**config.mk**
```make
export PLATFORM = sky130hd
export DESIGN_NAME = sdram_device_flat
export DESIGN_NICKNAME = d
export VERILOG_FILES = /design/src/sdram_pkg.sv /design/src/sdram_link_if.sv /design/src/burst_shifter.sv /design/src/sdram_device.sv /design/src/flat_wrapper.sv
export SDC_FILE = /design/constraint.sdc
export NUM_CORES = 1
export LEC_CHECK = 0
export ABC_CLOCK_PERIOD_IN_PS = 4900
export BUFFER_PORTS_ARGS = -buffer_cell sky130_fd_sc_hd__buf_2
export CORE_MARGIN = 2
export CORE_UTILIZATION = 30
export DETAILED_ROUTE_END_ITERATION = 7
export HOLD_SLACK_MARGIN = 0.12
export MAX_ROUTING_LAYER = met4
export PLACE_DENSITY_LB_ADDON = 0.05
export SLEW_MARGIN = 30
export SYNTH_ARGS = -nofsm -noshare
export SYNTH_HDL_FRONTEND = slang
export SYNTH_SLANG_ARGS = --single-unit
```
**constraint.sdc**
```tcl
create_clock -name clk -period 4.9 [get_ports clk]
set_clock_uncertainty 0.05 [all_clocks]
set_input_delay 0.49 -clock clk [delete_from_list [all_inputs] [get_ports clk]]
set_output_delay 0.49 -clock clk [all_outputs]
set_load 0.05 [all_outputs]
```
**src/sdram_pkg.sv**
```systemverilog
// Shared constants and types for the DRAM row, read and pattern logic
package sdram_pkg;
   localparam int BANKS  = 8;
   localparam int BA_W   = 3;
   localparam int ADDR_W = 16;
   localparam int DQ_W   = 8;
   localparam int BEATS  = 8;
   localparam int COL_W  = 10;
   localparam int AP_BIT = 10;
   localparam int BSEL_BIT = 12;
   // Command codes on the link
   typedef enum logic [2:0] {
      CMD_NOP = 3'h0,
      CMD_ACT = 3'h1,
      CMD_PRE = 3'h2,
      CMD_RD  = 3'h3,
      CMD_RDA = 3'h4,
      CMD_MRS = 3'h5
   } cmd_e;
   // Bank state
   typedef enum logic [1:0] {
      BANK_IDLE   = 2'h0,
      BANK_ACTIVE = 2'h1,
      BANK_PRECHG = 2'h2
   } bank_e;
   // Mode register select on the bank inputs, and field layout
   localparam logic [2:0] MR_ZERO  = 3'h0;
   localparam logic [2:0] MR_ONE   = 3'h1;
   localparam logic [2:0] MR_THREE = 3'h3;
   localparam int BURST_LSB   = 0;
   localparam int LAT_LSB     = 4;
   localparam int PAT_EN_BIT  = 2;
   localparam int PAT_LOC_LSB = 0;
   localparam logic [1:0] BURST_FIXED8 = 2'h0;
   localparam logic [1:0] BURST_OTF    = 2'h1;
   localparam logic [1:0] BURST_CHOP4  = 2'h2;
   localparam logic [1:0] PAT_LOC_PRESET = 2'h0;
   localparam logic [1:0] BURST_RST = 2'h0;
   localparam logic [3:0] CL_RST    = 4'h5;
   localparam logic [3:0] AL_RST    = 4'h0;
   // Timing, in picoseconds and in clocks
   localparam int CLK_PS       = 50000;
   localparam int PRECHARGE_PS = 15000;
   localparam int RTP_PS       = 7500;
   localparam int RTP_MIN_CK   = 4;
   localparam int COL_GAP_CK   = 4;
   localparam int PRE_CEIL = (PRECHARGE_PS + CLK_PS - 1) / CLK_PS;
   localparam int RTP_CEIL = (RTP_PS + CLK_PS - 1) / CLK_PS;
   localparam int PRE_CK = (PRE_CEIL < 1) ? 1 : PRE_CEIL;
   localparam int RTP_CK = (RTP_CEIL < RTP_MIN_CK) ? RTP_MIN_CK : RTP_CEIL;
   // Device error flag bits
   localparam int ERR_W        = 5;
   localparam int ERR_ACT_OPEN = 0;
   localparam int ERR_ACT_EARLY = 1;
   localparam int ERR_RD_IDLE  = 2;
   localparam int ERR_COL_GAP  = 3;
   localparam int ERR_PAT_CMD  = 4;
   // Controller register indices and fields
   localparam logic [3:0] REG_CMD     = 4'h0;
   localparam logic [3:0] REG_STATUS  = 4'h1;
   localparam logic [3:0] REG_DATA_LO = 4'h2;
   localparam logic [3:0] REG_DATA_HI = 4'h3;
   localparam int CMD_OP_LSB   = 0;
   localparam int CMD_BA_LSB   = 3;
   localparam int CMD_ADDR_LSB = 6;
   localparam int ST_BUSY    = 0;
   localparam int ST_REFUSED = 1;
   localparam int ST_READY   = 2;
   localparam int ST_PATTERN = 3;
endpackage

```
**src/sdram_link_if.sv**
```systemverilog
// Command and read data link between controller and DRAM
`timescale 1ns/1ns
interface sdram_link_if;
   sdram_pkg::cmd_e                   cmd;
   logic [sdram_pkg::BA_W-1:0]        ba;
   logic [sdram_pkg::ADDR_W-1:0]      addr;
   logic [sdram_pkg::DQ_W-1:0]        dq_rise;
   logic [sdram_pkg::DQ_W-1:0]        dq_fall;
   logic                              dq_valid;
   modport ctrl (output cmd, output ba, output addr,
                 input dq_rise, input dq_fall, input dq_valid);
   modport dram (input cmd, input ba, input addr,
                 output dq_rise, output dq_fall, output dq_valid);
endinterface

```
**src/burst_shifter.sv**
```systemverilog
// Emits a loaded burst as two beats per clock
`timescale 1ns/1ns
module burst_shifter #(
   parameter int W = 8
) (
   input  wire logic           clk,
   input  wire logic           sys_rst,
   input  wire logic           load,
   input  wire logic           chop,
   input  wire logic [8*W-1:0] word,
   output logic [W-1:0]        dq_rise,
   output logic [W-1:0]        dq_fall,
   output logic                dq_valid
);
   logic [6*W-1:0] rest_reg;
   logic [1:0]     left_reg;

   // Beat pair per clock, two clocks chopped, four otherwise
   always_ff @(posedge clk) begin
      if (sys_rst) begin
         rest_reg <= '0;
         left_reg <= 2'h0;
         dq_rise  <= '0;
         dq_fall  <= '0;
         dq_valid <= 1'b0;
      end else if (load) begin
         dq_rise  <= word[W-1:0];
         dq_fall  <= word[2*W-1:W];
         dq_valid <= 1'b1;
         rest_reg <= word[8*W-1:2*W];
         left_reg <= chop ? 2'h1 : 2'h3;
      end else if (left_reg != 2'h0) begin
         dq_rise  <= rest_reg[W-1:0];
         dq_fall  <= rest_reg[2*W-1:W];
         dq_valid <= 1'b1;
         rest_reg <= {{2*W{1'b0}}, rest_reg[6*W-1:2*W]};
         left_reg <= left_reg - 2'h1;
      end else begin
         dq_valid <= 1'b0;
      end
   end
endmodule // burst_shifter

```
**src/sdram_device.sv**
```systemverilog
// DRAM end: bank state, mode registers, read latency and pattern readout
`timescale 1ns/1ns
module sdram_device #(
   parameter int RL_MAX = 32
) (
   input  wire logic                       clk,
   input  wire logic                       sys_rst,
   sdram_link_if.dram                      link,
   output logic [sdram_pkg::ERR_W-1:0]     cmd_err,
   output logic [sdram_pkg::BANKS-1:0]     open_banks,
   output logic                            pattern_mode
);
   localparam int W = sdram_pkg::DQ_W;
   localparam int NB = sdram_pkg::BANKS;
   localparam logic [7:0] PRE_LOAD = 8'(sdram_pkg::PRE_CK - 1);
   localparam logic [7:0] RTP_LOAD = 8'(sdram_pkg::RTP_CK);
   localparam int COL_W_L = sdram_pkg::COL_W;
   localparam int BA_W_L = sdram_pkg::BA_W;

   logic [1:0]                   burst_reg;
   logic [3:0]                   cl_reg;
   logic [3:0]                   al_reg;
   logic                         pat_en_reg;
   logic [1:0]                   pat_loc_reg;
   sdram_pkg::bank_e             bank_reg [NB];
   logic [sdram_pkg::ADDR_W-1:0] row_reg  [NB];
   logic [7:0]                   cnt_reg  [NB];
   logic [1:0]                   gap_reg;
   logic [RL_MAX-1:0]            pv_reg;
   logic [RL_MAX-1:0]            pc_reg;
   logic [8*W-1:0]               pw_reg   [RL_MAX];

   logic                         is_rd;
   logic                         chop;
   logic [COL_W_L-1:0]           col;
   logic [sdram_pkg::ERR_W-1:0]  err;
   logic                         ok;
   logic [8*W-1:0]               word;
   logic [4:0]                   rl;
   logic [4:0]                   tap;
   logic [NB-1:0]                hit;
   sdram_pkg::bank_e             cur;
   logic                         cur_ready;

   // Command decode and burst length choice
   always_comb begin
      is_rd = (link.cmd == sdram_pkg::CMD_RD) || (link.cmd == sdram_pkg::CMD_RDA);
      chop  = (burst_reg == sdram_pkg::BURST_CHOP4) ||
              ((burst_reg == sdram_pkg::BURST_OTF) &&
               !link.addr[sdram_pkg::BSEL_BIT]);
      col   = link.addr[COL_W_L-1:0];
      cur   = bank_reg[link.ba];
      cur_ready = (cur == sdram_pkg::BANK_IDLE) ||
                  ((cur == sdram_pkg::BANK_PRECHG) && (cnt_reg[link.ba] == 8'h0));
   end

   // Legality of the command against bank state and spacing
   always_comb begin
      err = '0;
      if (pat_en_reg) begin
         if (!is_rd && (link.cmd != sdram_pkg::CMD_NOP) &&
             (link.cmd != sdram_pkg::CMD_MRS))
            err[sdram_pkg::ERR_PAT_CMD] = 1'b1;
      end else if (link.cmd == sdram_pkg::CMD_ACT) begin
         if (cur == sdram_pkg::BANK_ACTIVE)
            err[sdram_pkg::ERR_ACT_OPEN] = 1'b1;
         else if (!cur_ready)
            err[sdram_pkg::ERR_ACT_EARLY] = 1'b1;
      end else if (is_rd && (cur != sdram_pkg::BANK_ACTIVE)) begin
         err[sdram_pkg::ERR_RD_IDLE] = 1'b1;
      end
      if (is_rd && (gap_reg != 2'h0))
         err[sdram_pkg::ERR_COL_GAP] = 1'b1;
      ok = (err == '0);
   end

   // Burst word in beat order, pattern or stand-in array contents
   always_comb begin
      logic [2:0] idx;
      logic [W-1:0] beat;
      idx  = 3'h0;
      beat = '0;
      word = '0;
      for (int b = 0; b < sdram_pkg::BEATS; b++) begin
         idx[1:0] = col[1:0] + 2'(b);
         idx[2]   = chop ? col[2] : (col[2] ^ 1'(b >> 2));
         if (pat_en_reg)
            beat = {W{(pat_loc_reg == sdram_pkg::PAT_LOC_PRESET) & idx[0]}};
         else
            beat = row_reg[link.ba][W-1:0] ^ W'({col[COL_W_L-1:3], idx});
         word[b*W +: W] = beat;
      end
   end

   // Mode register writes
   always_ff @(posedge clk) begin
      if (sys_rst) begin
         burst_reg   <= sdram_pkg::BURST_RST;
         cl_reg      <= sdram_pkg::CL_RST;
         al_reg      <= sdram_pkg::AL_RST;
         pat_en_reg  <= 1'b0;
         pat_loc_reg <= sdram_pkg::PAT_LOC_PRESET;
      end else if (ok && (link.cmd == sdram_pkg::CMD_MRS)) begin
         unique case (link.ba)
            sdram_pkg::MR_ZERO: begin
               burst_reg <= link.addr[sdram_pkg::BURST_LSB +: 2];
               cl_reg    <= link.addr[sdram_pkg::LAT_LSB +: 4];
            end
            sdram_pkg::MR_ONE: begin
               al_reg <= link.addr[sdram_pkg::LAT_LSB +: 4];
            end
            sdram_pkg::MR_THREE: begin
               pat_en_reg  <= link.addr[sdram_pkg::PAT_EN_BIT];
               pat_loc_reg <= link.addr[sdram_pkg::PAT_LOC_LSB +: 2];
            end
            default: begin
            end
         endcase
      end
   end

   // Column command spacing counter
   always_ff @(posedge clk) begin
      if (sys_rst)
         gap_reg <= 2'h0;
      else if (ok && is_rd)
         gap_reg <= 2'(sdram_pkg::COL_GAP_CK - 1);
      else if (gap_reg != 2'h0)
         gap_reg <= gap_reg - 2'h1;
   end

   // Per-bank state, row and precharge timer
   genvar i;
   generate
      for (i = 0; i < NB; i++) begin : g_bank
         assign hit[i] = (link.ba == BA_W_L'(i));
         always_ff @(posedge clk) begin
            if (sys_rst) begin
               bank_reg[i] <= sdram_pkg::BANK_IDLE;
               row_reg[i]  <= '0;
               cnt_reg[i]  <= 8'h0;
               open_banks[i] <= 1'b0;
            end else if (ok && (link.cmd == sdram_pkg::CMD_PRE) &&
                         (hit[i] || link.addr[sdram_pkg::AP_BIT])) begin
               bank_reg[i] <= sdram_pkg::BANK_PRECHG;
               cnt_reg[i]  <= PRE_LOAD;
               open_banks[i] <= 1'b0;
            end else if (ok && hit[i] && (link.cmd == sdram_pkg::CMD_ACT)) begin
               bank_reg[i] <= sdram_pkg::BANK_ACTIVE;
               row_reg[i]  <= link.addr;
               open_banks[i] <= 1'b1;
            end else if (ok && hit[i] && !pat_en_reg &&
                         (link.cmd == sdram_pkg::CMD_RDA)) begin
               bank_reg[i] <= sdram_pkg::BANK_PRECHG;
               cnt_reg[i]  <= 8'(al_reg) + RTP_LOAD + PRE_LOAD;
               open_banks[i] <= 1'b0;
            end else if (cnt_reg[i] != 8'h0) begin
               cnt_reg[i] <= cnt_reg[i] - 8'h1;
            end else if (bank_reg[i] == sdram_pkg::BANK_PRECHG) begin
               bank_reg[i] <= sdram_pkg::BANK_IDLE;
            end
         end
      end
   endgenerate

   // Latency pipeline, tapped at read latency minus two
   always_comb begin
      rl  = 5'(al_reg) + 5'(cl_reg);
      tap = (rl < 5'h2) ? 5'h0 : rl - 5'h2;
   end

   always_ff @(posedge clk) begin
      if (sys_rst) begin
         pv_reg <= '0;
         pc_reg <= '0;
      end else begin
         pv_reg <= {pv_reg[RL_MAX-2:0], ok & is_rd};
         pc_reg <= {pc_reg[RL_MAX-2:0], chop};
      end
   end

   always_ff @(posedge clk) begin
      pw_reg[0] <= word;
      for (int k = 1; k < RL_MAX; k++)
         pw_reg[k] <= pw_reg[k-1];
   end

   // Error flags and mode status
   always_ff @(posedge clk) begin
      if (sys_rst) begin
         cmd_err      <= '0;
         pattern_mode <= 1'b0;
      end else begin
         cmd_err      <= err;
         pattern_mode <= pat_en_reg;
      end
   end

   burst_shifter #(
      .W (W)
   ) u_shift (
      .clk      (clk),
      .sys_rst  (sys_rst),
      .load     (pv_reg[tap]),
      .chop     (pc_reg[tap]),
      .word     (pw_reg[tap]),
      .dq_rise  (link.dq_rise),
      .dq_fall  (link.dq_fall),
      .dq_valid (link.dq_valid)
   );
endmodule // sdram_device

```
**src/flat_wrapper.sv**
```systemverilog
// flat-port wrapper written by rule: the top's interface ports become plain ports
module sdram_device_flat 
#(
   parameter int RL_MAX = 32
)
  (clk, sys_rst, cmd_err, open_banks, pattern_mode, link_cmd, link_ba, link_addr, link_dq_rise, link_dq_fall, link_dq_valid);
  sdram_link_if link_i ();
  input  wire logic clk;
  input  wire logic sys_rst;
  output logic [sdram_pkg::ERR_W-1:0] cmd_err;
  output logic [sdram_pkg::BANKS-1:0] open_banks;
  output logic pattern_mode;
  input wire logic [$bits(link_i.cmd)-1:0] link_cmd;
  input wire logic [$bits(link_i.ba)-1:0] link_ba;
  input wire logic [$bits(link_i.addr)-1:0] link_addr;
  output wire logic [$bits(link_i.dq_rise)-1:0] link_dq_rise;
  output wire logic [$bits(link_i.dq_fall)-1:0] link_dq_fall;
  output wire logic [$bits(link_i.dq_valid)-1:0] link_dq_valid;
  assign link_i.cmd = link_cmd;
  assign link_i.ba = link_ba;
  assign link_i.addr = link_addr;
  assign link_dq_rise = link_i.dq_rise;
  assign link_dq_fall = link_i.dq_fall;
  assign link_dq_valid = link_i.dq_valid;
  sdram_device #(.RL_MAX(RL_MAX)) u_core (.clk(clk), .sys_rst(sys_rst), .link(link_i), .cmd_err(cmd_err), .open_banks(open_banks), .pattern_mode(pattern_mode));
endmodule
```
# Word-level counts from Yosys, hierarchy flattened
# Memories as Yosys holds them, arrays and structs flattened.
# Index checks and enable logic that the tools add are counted.
# word_totals
reg_bits	160
mem_bits_rw	2256
inputBits	24
output_inout_bits	31
elab_cells	568
memories	4
# op_classes
addsub	16
magnitude_cmp	2
eq_ne	26
muxes	319
bitwise_logic	78
reduce_logical	100
# memory_table
memory	words	word_bits	read_ports	rd_clocked_by_memory_dff	wr	line_no	text
u_core.pw_reg	32	64	32	0	32	sdram_device.sv:31	logic [8*W-1:0] pw_reg [RL_MAX];
u_core.row_reg	8	16	1	0	8	sdram_device.sv:26	logic [sdram_pkg::ADDR_W-1:0] row_reg [NB];
u_core.cnt_reg	8	8	9	0	8	sdram_device.sv:27	logic [7:0] cnt_reg [NB];
u_core.bank_reg	8	2	9	0	8	sdram_device.sv:25	sdram_pkg::bank_e bank_reg [NB];
# op_table
cell	count
two-way mux 8 bit	36
two-way mux 1 bit	231
two-way mux 16 bit	8
two-way mux 48 bit	2
two-way mux 2 bit	38
bitwise OR 1 bit	64
nonzero test 8 bit	8
subtractor 8 x 1 -> 8 bit, second input constant	8
XOR 8 bit	8
logical AND 1 bit	49
nonzero test 2 bit	12
equality test 2 bit, second input constant	10
equality test 3 bit, second input constant	6
OR reduction 2 bit	8
equality test 3 x 2 -> 1 bit, second input constant	4
logical OR 1 bit	11
binary-select mux 1 bit (select 5 bit)	2
logical NOT 8 bit	1
equality test 3 x 1 -> 1 bit, second input constant	2
< comparator 5 x 6 -> 1 bit, second input constant	1
AND reduction 2 bit	3
adder 4 x 3 -> 5 bit, second input constant	1
adder 4 x 4 -> 5 bit	1
bitwise AND 1 bit	5
other kinds (16)	22

# Longest topological paths before layout
# Gate-level depths: netlist of the first run.
# An unclocked memory read counts as a cell.
# logic_depth
word_depth	19
mapped_depth	19
depth_no_buf	12

# By module
# Synthesis of the first run repeated with hierarchy kept, for this count alone.
# unflattened
cells_unflattened	2698
hier_area_um2	33537.2
# by_module_without_submodules
mod	instances	cells_each	area_each_um2	seq_area_each_um2
sdram_device	1	2399	30568.1	18998.2
burst_shifter	1	299	2969.1	1341.3

# Least setup slack after synthesis of the first run
# Ideal clock, no wire load.
# synth_timing
path_type	register -> register
from	register u_core.al_reg[0]
to	register u_core.u_shift.rest_reg[10]
setup_time_ps	130
arrival_ps	4164
t_required_ps	4720
setup_slack_ps	556
path_stages_with_launch	18
n_path_buf	6
period_less_slack_ps	4344
cell_sequence	dfxtp_1 -> ha_1 -> fa_1 -> buf_2 -> inv_1 -> clkbuf_1 -> clkbuf_1 -> ha_1 -> nand4bb_1 -> or4_1 -> clkbuf_1 -> nand2_1 -> buf_2 -> a2bb2oi_1 -> o221ai_2 -> o21ai_2 -> clkbuf_1 -> o22ai_1
# synth_via
elab_chain_cells	6
word_cells_on_any_way	9
classes_between	2 x add/sub; 1 x order compare; 4 x mux; 1 x reduce/logical; 1 x memory
# synth_rtl
element	line_no	text
start, declared	sdram_device.sv:22	logic [3:0] al_reg;
start signal, assigned	sdram_device.sv:100	al_reg <= sdram_pkg::AL_RST;
start signal, assigned	sdram_device.sv:110	al_reg <= link.addr[sdram_pkg::LAT_LSB +: 4];
adder 4 x 4 -> 5 bit (*)	sdram_device.sv:168	rl = 5'(al_reg) + 5'(cl_reg);
subtractor 5 x 2 -> 5 bit / < comparator 5 x 2 -> 1 bit (equally long branches)	sdram_device.sv:169	tap = (rl < 5'h2) ? 5'h0 : rl - 5'h2;
two-way mux 5 bit (*)	sdram_device.sv:169	
binary-select mux 1 bit (select 5 bit)	sdram_device.sv:204	.load (pv_reg[tap]),
two-way mux 1 bit (implied by the code)	sdram_device.sv:204	
two-way mux 48 bit / nonzero test 2 bit (equally long branches)	-	
end signal, assigned	burst_shifter.sv:30	rest_reg <= word[8*W-1:2*W];
end signal, assigned	burst_shifter.sv:36	rest_reg <= {{2*W{1'b0}}, rest_reg[6*W-1:2*W]};
end, declared	burst_shifter.sv:15	logic [6*W-1:0] rest_reg;
# Mark *: on every way between the ends. The rest lies on a longest branch, timed or not. The select of a mux whose other input is x is not followed.
# A chain may end at the register's enable or synchronous reset.

# Worst setup path in the final report of the first run
# layout_timing
from	register u_core.cl_reg[0]
to	register u_core.u_shift.dq_fall[1]
# layout_via
elab_chain_cells	6
word_cells_on_any_way	9
classes_between	2 x add/sub; 1 x order compare; 4 x mux; 1 x reduce/logical; 1 x memory
# layout_rtl
element	line_no	text
start, declared	sdram_device.sv:21	logic [3:0] cl_reg;
start signal, assigned	sdram_device.sv:99	cl_reg <= sdram_pkg::CL_RST;
start signal, assigned	sdram_device.sv:107	cl_reg <= link.addr[sdram_pkg::LAT_LSB +: 4];
adder 4 x 4 -> 5 bit (*)	sdram_device.sv:168	
subtractor 5 x 2 -> 5 bit / < comparator 5 x 2 -> 1 bit (equally long branches)	sdram_device.sv:169	
two-way mux 5 bit (*)	sdram_device.sv:169	
binary-select mux 1 bit (select 5 bit)	sdram_device.sv:204	
two-way mux 1 bit (implied by the code)	sdram_device.sv:204	
two-way mux 8 bit / nonzero test 2 bit (equally long branches)	-	
end signal, assigned	burst_shifter.sv:28	dq_fall <= word[2*W-1:W];
end signal, assigned	burst_shifter.sv:34	dq_fall <= rest_reg[2*W-1:W];
end, declared	burst_shifter.sv:12	output logic [W-1:0] dq_fall,
# Marked as above.

==> results of run 1 <==
-- per-layer routing --
| metal | vias up | part of all wire (%) |
|---|---|---|
| met5 | - | 0 |
| met4 | 0 | 2.3 |
| met3 | 164 | 3.9 |
| met2 | 506 | 47 |
| met1 | 11500 | 46 |
| li1 | 10600 | - |
-- synth_stat cells, types with 20 or more instances --
master	instances	area, sq um
a31oi_1	21	131
buf_1	20	75.1
o22ai_1	86	538
o221ai_1	23	201
a221o_1	33	330
dfxtp_1	800	16000
mux2i_1	97	971
xnor2_1	44	385
nand2b_1	40	250
nor3_1	33	165
a21o_1	38	285
nand2_1	128	480
nor2b_1	67	419
o211ai_1	23	173
edfxtp_1	144	4320
and2_1	68	425
o21ai_0	81	405
or4_1	25	188
mux2_2	128	1440
nor2_1	97	364
inv_1	47	176
a21oi_1	74	370
ha_1	24	300
clkbuf_1	119	447
a32oi_1	42	368
buf_2	52	260
mux4_2	108	2430
nand3_1	123	616
-- kinds of logic after synthesis --
| logic type | Yosys count | synth area share, % |
|---|---|---|
| AOI/OAI and AO/OA | 542 | 11.5 |
| xor gates and xnor gates | 59 | 1.49 |
| adders and majority gates | 25 | 0.924 |
| buffers and inverters | 251 | 3.04 |
| DFF | 944 | 58.7 |
| muxes | 337 | 14.1 |
| and+or+nand+nor | 667 | 10.3 |
-- power by group through the flow --
| stage | logic, mW | clock network, mW | registers, mW |
|---|---|---|---|
| 2_1_floorplan | 1.98 | 0 | 9.78 |
| 3_3_place_gp | 2.64 | 0 | 9.90 |
| 3_5_place_dp | 2.68 | 0 | 9.96 |
| 4_1_cts | 2.70 | 8.41 | 9.81 |
| 5_1_grt | 2.92 | 8.71 | 9.96 |
| 6_report | 2.66 | 8.16 | 9.81 |
-- worst max path at each step --
| stage | end | from |
|---|---|---|
| 2_1_floorplan | u_core.u_shift.rest_reg[10] | u_core.al_reg[0] |
| 6_report | u_core.u_shift.dq_fall[1] | u_core.cl_reg[0] |
| 5_1_grt | u_core.u_shift.rest_reg[25] | u_core.al_reg[0] |
| 4_1_cts | u_core.u_shift.dq_fall[1] | u_core.al_reg[0] |
| 3_5_place_dp | u_core.u_shift.dq_fall[1] | u_core.al_reg[0] |
| 3_3_place_gp | u_core.u_shift.dq_fall[1] | u_core.al_reg[0] |
-- stage by stage --
stage	power, mW	util [%]	instance area [sq um]	setup WS, ps	hold WS [ps]
2_1_floorplan	11.8	-	34700	556	276
3_3_place_gp	12.5	32.3	36900	343	277
3_5_place_dp	12.6	32.3	37000	212	281
4_1_cts	20.9	35.5	40700	203	147
5_1_grt	21.6	35.5	40700	63.6	178
6_report	20.6	35.5	40700	215	187
-- layout make-up --
cell class              instances  share of cell area [%]
well taps                    1512                    4.65
inverters                      49                   0.452
multi-input cells            1630                    33.0
clock buffers                 161                    7.93
diodes                          3                  0.0185
repair buffers                145                    2.84
clock inverters                36                    1.06
flip-flops and latches        944                    50.0
-- timing repair --
action,in CTS,in global routing
resized for setup,0,0
endpoints found under the setup margin,0,0
hold buffers,5,0
endpoints found under the hold margin,11,0
-- worst max-delay path, cell delays in order, from the launching register on --
cell,delay [ps]
dfxtp_1,390
ha_4,170
fa_4,740
inv_2,110
ha_2,210
nand4bb_1,270
or4_2,820
nand3_1,540
a2111oi_0,160
o41ai_1,530
o221ai_1,350
a22oi_1,270
==> metrics.md, run 1 <==
| Metric | Value |
|---|---|
| Initial DRC Count | `1324` |
| Clock Path Buffers | `3` |
| Internal reg-to-reg setup slack | `210 ps` |
| Slew @ Worst Pin | `965 ps` |
| Hold EP | `u_core.pat_loc_reg[0]` |
| Post-Syn Nets | `2874` |
| Final ANT Viol Nets | `0` |
| Crit path time final | `4690 ps` |
| Largest net degree at the start of global routing | `78` |
| Syn Std Cell Area | `34700 sq um` |
| Vias in the first global route | `23500` |
| Worst reg2reg endpoint | `u_core.u_shift.dq_fall[1]` |
| WP data required | `5460 ps` |
| Setup CP Type | `reg2reg` |
| Via count | `22700` |
| Remaining DRCs | `0` |
| Slew Limit Fails | `0` |
| Setup crit end kind | `flop` |
| Vias/cell | `5.08` |
| Fin. Hold Viols | `0` |
| CTS sink count | `944` |
| Final setup fails | `0` |
| Unrepaired setup endpoints after global routing | `false` |
| Pwr dens | `507 nW/um^2` |
| CTS tree | `done` |
| Layout area overhead | `17.3%` |
| Int Pwr | `15.3 mW` |
| Final Non-Filler Cells | `4480` |
| Worst VDD drop | `0.000307 V` |
| IO Pins | `55` |
| Sw frac | `26.0%` |
| Status | `completed` |
| Reg area | `20300 sq um` |
| First-pass GRT wire length | `153 mm` |
| GP Congestion | `0.773` |
| Fill cell count | `11200` |
| FP Rows | `124` |
| Max_cap viols | `0` |
| Routed WL | `101 mm` |
| Reg2Reg Depth | `11` |
| GRT overflow | `0` |
| DRT Pass-1 Iters | `5` |
| HPWL Detailed | `64.3 mm` |
| Logic gate share of total power | `12.9%` |
| Cell leakage power | `15.6 nW` |
| Input/output buffers | `48` |
| EDFF count, synth | `144` |
| Area of the multi-input gates | `13400 sq um` |
| CTS Buf Count | `107` |
| Main synth FF type | `dfxtp_1` |
| Core area | `115000 sq um` |
| Fraction of registers with async set/reset | `0%` |
| Ys Warns | `0` |
| Worst skew pair latency | `690 ps` |
| Total setup buffers inserted after CTS | `0` |
| Nets | `2926` |
| Yosys cell types | `91` |
| Max Freq | `213 MHz` |
| Startpoint types | `flop` |
| Share of cells above drive strength 1 | `20.8%` |
| Seq/Total Area, Yosys | `58.7%` |
| GR Layer Usage met1 | `23.0%` |
| Met3 Resource Use GR | `2.76%` |
| Die width | `344 um` |
| Clock Tree Root | `clkbuf_16` |
| Hold/Removal Path Class | `in2reg` |
| Hold Path Depth | `3` |
| Commonest non-fill, non-tap cell in the layout | `dfxtp_1` |
| Sequential share of power | `47.6%` |
| Post-route clock period utilization | `95.6%` |
| Clk slew on worst S/H paths | `60 ps` |
| Critical Path AT | `5240 ps` |
| GRT Total Usage | `17.6%` |
| Die H | `344 um` |
| H-tree levels | `3` |
| GRT Max-Usage Layer | `met2` |
| Clock share of power | `39.5%` |
| Seq cells post-synth | `944` |
| Setup TNS | `0 ps` |
| Initial Util | `30.3%` |
| Syn Inst Count | `2825` |
| Worst Hold Launch | `link_addr[0]` |
| Wire per inst | `22.7 um` |
| Slew HR | `35.6%` |
| Total Die Area | `118000 sq um` |
| Most frequent cells in the layout | `800 x dfxtp_1, 144 x edfxtp_1, 128 x mux2_2` |
| Initial antenna violation count | `3` |
| Placed Instances | `4275` |
| Sw Pwr | `5.35 mW` |
| Syn_area_per_cell | `12.3 sq um` |
| Reg-to-reg startpoint | `u_core.cl_reg[0]` |
| Met2 Track Usage GR | `28.5%` |
| Largest register FFs | `640` |
| Worst Path Max Fanout | `11` |
(Power assumes the default switching activity.)
==> inputs of run 2 (changes only) <==
ABC_AREA = 1   (was unset)
MAX_ROUTING_LAYER = unset   (was met4)
==> metrics.md, run 2 <==
| Metric | Value |
|---|---|
| Met2 WL | `45.3 mm (was 48.2 mm)` |
| Post-Syn Nets | `4131 (was 2874)` |
| GRT overflow | `0 (unchanged)` |
| Slew Limit Fails | `0 (unchanged)` |
| Most numerous cell in the Yosys netlist | `dfxtp_1 (unchanged)` |
| Clk slew on worst S/H paths | `60 ps (about the same)` |
| Initial DRC Count | `1295 (was 1324)` |
| HPWL Detailed | `58.1 mm (was 64.3 mm)` |
| Cells along the critical path | `ha_4 > fa_1 > xor2_1 > inv_1 > ha_1 > inv_1 > nor2_1 > nand3_4 > nand2_4 > inv_4 > nand3_1 > nand3_1 > nand3_1 > nand3_1 > nand2_2 > nand2_2 > o21bai_1 > nor2_1 (was ha_4 > fa_4 > inv_2 > ha_2 > nand4bb_1 > or4_2 > nand3_1 > a2111oi_0 > o41ai_1 > o221ai_1 > a22oi_1)` |
| Worst skew pair latency | `700 ps (was 690 ps)` |
| Setup CP Type | `reg2reg (unchanged)` |
| Vias in the first global route | `26100 (was 23500)` |
| Pwr dens | `509 nW/um^2 (was 507 nW/um^2)` |
| Max incr delay on CP | `530 ps (was 820 ps)` |
| Utilization after layout | `34.8% (was 35.5%)` |
| Max_cap viols | `0 (unchanged)` |
| Critical Path AT | `4560 ps (was 5240 ps)` |
| Share of cells above drive strength 1 | `10.9% (was 20.8%)` |
| Startpoint types | `flop (unchanged)` |
| Layout area overhead | `15.0% (was 17.3%)` |
| Initial antenna violation count | `0 (was 3)` |
| Remaining DRCs | `0 (unchanged)` |
| Crit path time final | `4040 ps (was 4690 ps)` |
| Clock share of power | `39.3% (was 39.5%)` |
| FP Rows | `126 (was 124)` |
| Final ANT Viol Nets | `0 (unchanged)` |
| Total Die Area | `122000 sq um (was 118000 sq um)` |
| DR top layer | `met4 (unchanged)` |
| Hold_ws | `178 ps (was 187 ps)` |
| GRT Total Usage | `16.0% (was 17.6%)` |
| Die H | `349 um (was 344 um)` |
| Largest net degree at the start of global routing | `156 (was 78)` |
| Ys Warns | `0 (unchanged)` |
| Post-route clock period utilization | `82.4% (was 95.6%)` |
| Most frequent cells in the layout | `800 x dfxtp_1, 731 x nand2_1, 648 x nand3_1 (was 800 x dfxtp_1, 144 x edfxtp_1, 128 x mux2_2)` |
| Via count | `26100 (was 22700)` |
| Status | `completed (unchanged)` |
| Vias/cell | `4.59 (was 5.08)` |
| Sw Pwr | `5.86 mW (was 5.35 mW)` |
| Int Pwr | `15.1 mW (was 15.3 mW)` |
| Fin. Hold Viols | `0 (unchanged)` |
| Routed WL | `97.1 mm (was 101 mm)` |
| Worst VDD drop | `0.000272 V (was 0.000307 V)` |
| Nets | `4102 (was 2926)` |
| WL met3 | `2.66 mm (was 3.96 mm)` |
| Number of diodes | `0 (was 3)` |
| Wire per inst | `17.1 um (was 22.7 um)` |
| GP Congestion | `0.731 (was 0.773)` |
| Fraction of registers with async set/reset | `0% (unchanged)` |
| Main synth FF type | `dfxtp_1 (unchanged)` |
| Sw frac | `28.0% (was 26.0%)` |
| Yosys cell types | `50 (was 91)` |
| Clock Path Buffers | `3 (unchanged)` |
| Syn_area_per_cell | `8.76 sq um (was 12.3 sq um)` |
| EDFF count, synth | `144 (unchanged)` |
| Synth cell count leaders | `800 x dfxtp_1, 733 x nand2_1, 648 x nand3_1 (was 800 x dfxtp_1, 144 x edfxtp_1, 128 x mux2_2, 128 x nand2_1, 123 x nand3_1)` |
| Top-area cell type share of the netlist area | `44.8% (was 46.2%)` |
| Commonest non-fill, non-tap cell in the layout | `dfxtp_1 (unchanged)` |
| Die width | `349 um (was 344 um)` |
| Setup TNS | `0 ps (unchanged)` |
| Post-Route M1 WL | `46.5 mm (was 47.0 mm)` |
| Seq/Total Area, Yosys | `56.9% (was 58.7%)` |
| Largest register FFs | `640 (unchanged)` |
| Core area | `118000 sq um (was 115000 sq um)` |
| Sequential share of power | `46.1% (was 47.6%)` |
| Seq cells post-synth | `944 (unchanged)` |
| H-tree levels | `3 (unchanged)` |
| Final setup fails | `0 (unchanged)` |
| WP data required | `5430 ps (was 5460 ps)` |
| Slew @ Worst Pin | `895 ps (was 965 ps)` |
| Setup crit end kind | `flop (unchanged)` |
| Cell leakage power | `17.6 nW (was 15.6 nW)` |
| DRT Pass-1 Iters | `7 (was 5)` |
| CTS sink count | `944 (unchanged)` |
| Clock Tree Root | `clkbuf_16 (unchanged)` |
| Initial Util | `30.3% (about the same)` |
| Crit-path slowest cell | `nand2_2 (was or4_2)` |
| CTS tree | `done (unchanged)` |
| First-pass GRT wire length | `154 mm (was 153 mm)` |
| IO Pins | `55 (unchanged)` |
| Input/output buffers | `48 (unchanged)` |
| Logic gate share of total power | `14.6% (was 12.9%)` |
| Synth top area cells | `dfxtp_1 45%, edfxtp_1 12%, nand3_1 9.1% (was dfxtp_1 46%, edfxtp_1 12%, mux4_2 7.0%)` |
| Worst Path Max Fanout | `34 (was 11)` |
| Hold/Removal Path Class | `in2reg (unchanged)` |
| CTS Buf Count | `109 (was 107)` |
| Fill cell count | `12300 (was 11200)` |
| Syn Inst Count | `4082 (was 2825)` |
| Max Freq | `248 MHz (was 213 MHz)` |
| Syn Std Cell Area | `35800 sq um (was 34700 sq um)` |
| Unrepaired setup endpoints after global routing | `false (unchanged)` |
| Worst path most repeated cell | `nand3_1` |
| Slew HR | `40.3% (was 35.6%)` |
| Top cell type by total area after synthesis | `dfxtp_1 (unchanged)` |
## run 2: changes by cell type in the layout (fill, tap and decap cells not counted), moves of 86 or more
| cell | before | now |
|---|---|---|
| o2111ai_1 | 0 | 102 |
| or2_2 | 5 | 98 |
| o22ai_1 | 86 | 0 |
| nand2_1 | 127 | 731 |
| nand3_1 | 123 | 648 |
| nor2_1 | 94 | 368 |
| nand3b_1 | 8 | 98 |
| mux2i_1 | 97 | 0 |
| inv_1 | 46 | 406 |
| mux4_2 | 108 | 0 |
| mux2_2 | 128 | 0 |
## run 2: timing repair
action                                 in CTS  in global routing
hold buffers                                4                  0
resized for setup                           0                  0
endpoints found under the hold margin       6                  0
setup buffers                               0                  0
## run 2: metal layers
layer	track usage, %	up-vias
met3	2.40	143
met4	4.93	0
met5	0	-
met2	26.5	294
li1	-	13400
met1	21.3	12200
## run 2: worst paths after layout
kind	startpoint	to	slack, ps	depth (start not counted)
min reg2reg	u_core.pw_reg[25][50]	u_core.pw_reg[26][50]	280	0
min	link_addr[2]	u_core.pat_en_reg	180	3
max	u_core.al_reg[0]	u_core.u_shift.dq_fall[5]	860	18
max reg2reg	u_core.al_reg[0]	u_core.u_shift.dq_fall[5]	860	18
## run 2: worst max-delay path: cells and delay by family, from the launching register on
family | cells | cell delay (ps)
compound gates | 1 | 240
xor+xnor | 1 | 160
fa+ha+maj | 3 | 710
buf+inv | 3 | 300
flops | 1 | 330
simple gates | 10 | 2090
## run 2: cells by family (layout without fill, tap and decap cells)
kind of cell / Yosys count / after routing / share of synthesized area, %
xor+xnor: 45 / 45 / 1.10
flops: 944 / 944 / 56.9
fa+ha+maj: 25 / 25 / 0.895
buf+inv: 676 / 740 / 7.95
simple gates: 2063 / 2063 / 26.9
compound gates: 329 / 329 / 6.32
## run 2: through the flow
step	total power [mW]	instances	area [sq um]	setup WS, ps
floorplan	12.0	4082	35800	1120
global placement	12.9	5474	37400	750
detailed placement	12.9	5474	37400	714
CTS	21.3	5682	41100	724
global route	22.1	5682	41100	410
finish	20.9	5682	41100	863
## run 2: power groups by stage
stage	Sequential (mW)	Clock, mW	Combinational (mW)
2_1_floorplan	9.88	0	2.10
3_3_place_gp	9.81	0	3.12
3_5_place_dp	9.81	0	3.11
4_1_cts	9.65	8.53	3.12
5_1_grt	9.79	8.83	3.47
6_report	9.64	8.23	3.05
## run 2: area by class of cell
cell class	instances	area, sq um	share of cell area (%)
repair buffers	106	888	2.16
flip-flops and latches	944	20300	49.5
well taps	1536	1920	4.67
multi-input cells	2462	12700	30.8
inverters	430	1630	3.95
clock inverters	28	314	0.764
clock buffers	176	3390	8.23
==> inputs of run 3 (changes only) <==
ABC_CLOCK_PERIOD_IN_PS = 4200   (was 4900)
clock period = 4.2 ns   (was 4.9 ns; I/O delays follow)
==> metrics.md, run 3 (synthesized netlist as in run 2, its figures left out) <==
| Metric | Value |
|---|---|
| Post-route clock period utilization | `90.9% (was 82.4%)` |
| Logic gate share of total power | `15.0% (was 14.6%)` |
| Commonest non-fill, non-tap cell in the layout | `dfxtp_1 (unchanged)` |
| Slew HR | `40.2% (was 40.3%)` |
| H-tree levels | `3 (unchanged)` |
| Wire per inst | `17.2 um (was 17.1 um)` |
| Vias/cell | `4.59 (about the same)` |
| Setup CP Type | `reg2reg (unchanged)` |
| CTS Buf Count | `108 (was 109)` |
| Nets | `4129 (was 4102)` |
| Total Die Area | `122000 sq um (unchanged)` |
| CTS sink count | `944 (unchanged)` |
| Critical Path AT | `4390 ps (was 4560 ps)` |
| First-pass GRT wire length | `155 mm (was 154 mm)` |
| Worst skew pair latency | `680 ps (was 700 ps)` |
| Largest net degree at the start of global routing | `117 (was 156)` |
| Placed Instances | `5494 (was 5474)` |
| Max_cap viols | `0 (unchanged)` |
| Reg2Reg Depth | `20 (was 18)` |
| Hold Path Depth | `4 (was 3)` |
| Pwr dens | `585 nW/um^2 (was 509 nW/um^2)` |
| Via count | `26200 (was 26100)` |
| CTS tree | `done (unchanged)` |
| Final ANT Viol Nets | `0 (unchanged)` |
| Largest register FFs | `640 (unchanged)` |
| Slew Limit Fails | `0 (unchanged)` |
| Clk slew on worst S/H paths | `60 ps (about the same)` |
| Hold/Removal Path Class | `in2reg (unchanged)` |
| Setup crit end kind | `flop (unchanged)` |
| Die H | `349 um (unchanged)` |
| Most frequent cells in the layout | `800 x dfxtp_1, 731 x nand2_1, 648 x nand3_1 (unchanged)` |
| Remaining DRCs | `0 (unchanged)` |
| Share of cells above drive strength 1 | `11.1% (was 10.9%)` |
| Clock Tree Root | `clkbuf_16 (unchanged)` |
| Routed WL | `98.1 mm (was 97.1 mm)` |
| Reg area | `20300 sq um (unchanged)` |
| Layout area overhead | `15.4% (was 15.0%)` |
| WP data required | `4770 ps (was 5430 ps)` |
| Core area | `118000 sq um (unchanged)` |
| Slew @ Worst Pin | `896 ps (was 895 ps)` |
| Max Freq | `262 MHz (was 248 MHz)` |
| Area of the multi-input gates | `12700 sq um (about the same)` |
| Cell leakage power | `17.7 nW (was 17.6 nW)` |
| Setup TNS | `0 ps (unchanged)` |
| Vias in the first global route | `26200 (was 26100)` |
| Number of diodes | `0 (unchanged)` |
| Worst VDD drop | `0.000324 V (was 0.000272 V)` |
| GP Congestion | `0.775 (was 0.731)` |
| GRT overflow | `0 (unchanged)` |
| Status | `completed (unchanged)` |
| Clock share of power | `38.3% (was 39.3%)` |
| Worst Path Max Fanout | `16 (was 34)` |
| Clock Path Buffers | `3 (unchanged)` |
| Initial Util | `30.3% (unchanged)` |
| Final setup fails | `0 (unchanged)` |
| FP Rows | `126 (unchanged)` |
| Sw frac | `28.2% (was 28.0%)` |
| Startpoint types | `flop (unchanged)` |
| IO Pins | `55 (unchanged)` |
| Crit path time final | `3820 ps (was 4040 ps)` |
| Die width | `349 um (unchanged)` |
| Unrepaired setup endpoints after global routing | `false (unchanged)` |
| Final Non-Filler Cells | `5706 (was 5682)` |
| Sequential share of power | `46.6% (was 46.1%)` |
| Initial antenna violation count | `0 (unchanged)` |
| HPWL Detailed | `58.5 mm (was 58.1 mm)` |
| Int Pwr | `17.3 mW (was 15.1 mW)` |
| Fin. Hold Viols | `0 (unchanged)` |
| GRT Total Usage | `16.0% (about the same)` |
| Input/output buffers | `48 (unchanged)` |
| Initial DRC Count | `1422 (was 1295)` |
| DRT Pass-1 Iters | `5 (was 7)` |
| Fill cell count | `12300 (about the same)` |
| Sw Pwr | `6.81 mW (was 5.86 mW)` |
==> run 3: cell types whose count changed in the layout (fill, tap and decap cells not counted), sizes merged, moves of 2 or more <==
cell         previous run  this run
buf                   102       126
bufinv                  4         1
clkbuf                176       179
clkinv                 28        23
dlygate4sd3             4         6
==> run 3: power groups by stage <==
stage	logic [mW]	registers, mW	clock network, mW
2_1_floorplan	2.45	11.5	0
3_3_place_gp	3.68	11.4	0
3_5_place_dp	3.67	11.4	0
4_1_cts	3.69	11.3	9.58
5_1_grt	4.13	11.4	9.94
6_report	3.63	11.3	9.25
==> run 3: layer usage <==
layer / routed length, um / share of wire [%] / track usage (%)
met4: 2050 / 2.1 / 4.61
met2: 45800 / 47 / 26.9
met3: 2720 / 2.8 / 2.18
met1: 47500 / 48 / 21.3
met5: 0 / 0 / 0
==> run 3: path summary, 6_finish.rpt <==
| check | start | to | slack (ps) |
|---|---|---|---|
| worst min-delay path | link_cmd[1] | u_core.cmd_err[4] | 190 |
| worst min register to register | u_core.pw_reg[2][55] | u_core.pw_reg[3][55] | 280 |
| worst max register to register | u_core.al_reg[0] | u_core.u_shift.rest_reg[18] | 380 |
| worst max-delay path | u_core.al_reg[0] | u_core.u_shift.rest_reg[18] | 380 |
==> run 3: through the flow <==
stage	cell area (sq um)	total power, mW	setup WS, ps	utilization (%)	hold WS, ps
finish	41300	24.1	382	34.9	193
global route	41300	25.5	36.0	34.9	191
CTS	41200	24.5	166	34.9	136
detailed placement	37600	15.1	173	31.8	278
global placement	37600	15.1	177	31.8	275
floorplan	35800	14.0	417	-	272
==> run 3: worst max-delay path, stage by stage, from the launching register on <==
cell	delay, ps
dfxtp_1	340
ha_4	180
fa_1	390
xor2_1	150
inv_1	70
ha_1	160
inv_1	50
nor2_1	170
nand3_4	240
buf_4	290
nand3_1	90
nand3_1	90
nand3_1	90
nand3_1	130
nand2_1	100
nand2_1	60
nand2_2	100
nor2_4	70
nor2_2	710
nand2_1	110
nand2_1	90
==> run 3: what timing repair did <==
item                                    in CTS  in global routing
gates resized for setup                      0                  1
endpoints found under the setup margin       0                 49
buffers inserted                             0                  4
hold buffers                                 6                  0
endpoints found under the hold margin       11                  0
==> run 3: final cells by class <==
cell class / instances / share of cell area, %
clock buffer: 179 / 8.13
clock inverter: 21 / 0.388
inverter: 430 / 3.94
multi-input combinational: 2464 / 30.7
sequential: 944 / 49.3
tap: 1536 / 4.66
timing repair buffer: 132 / 2.88
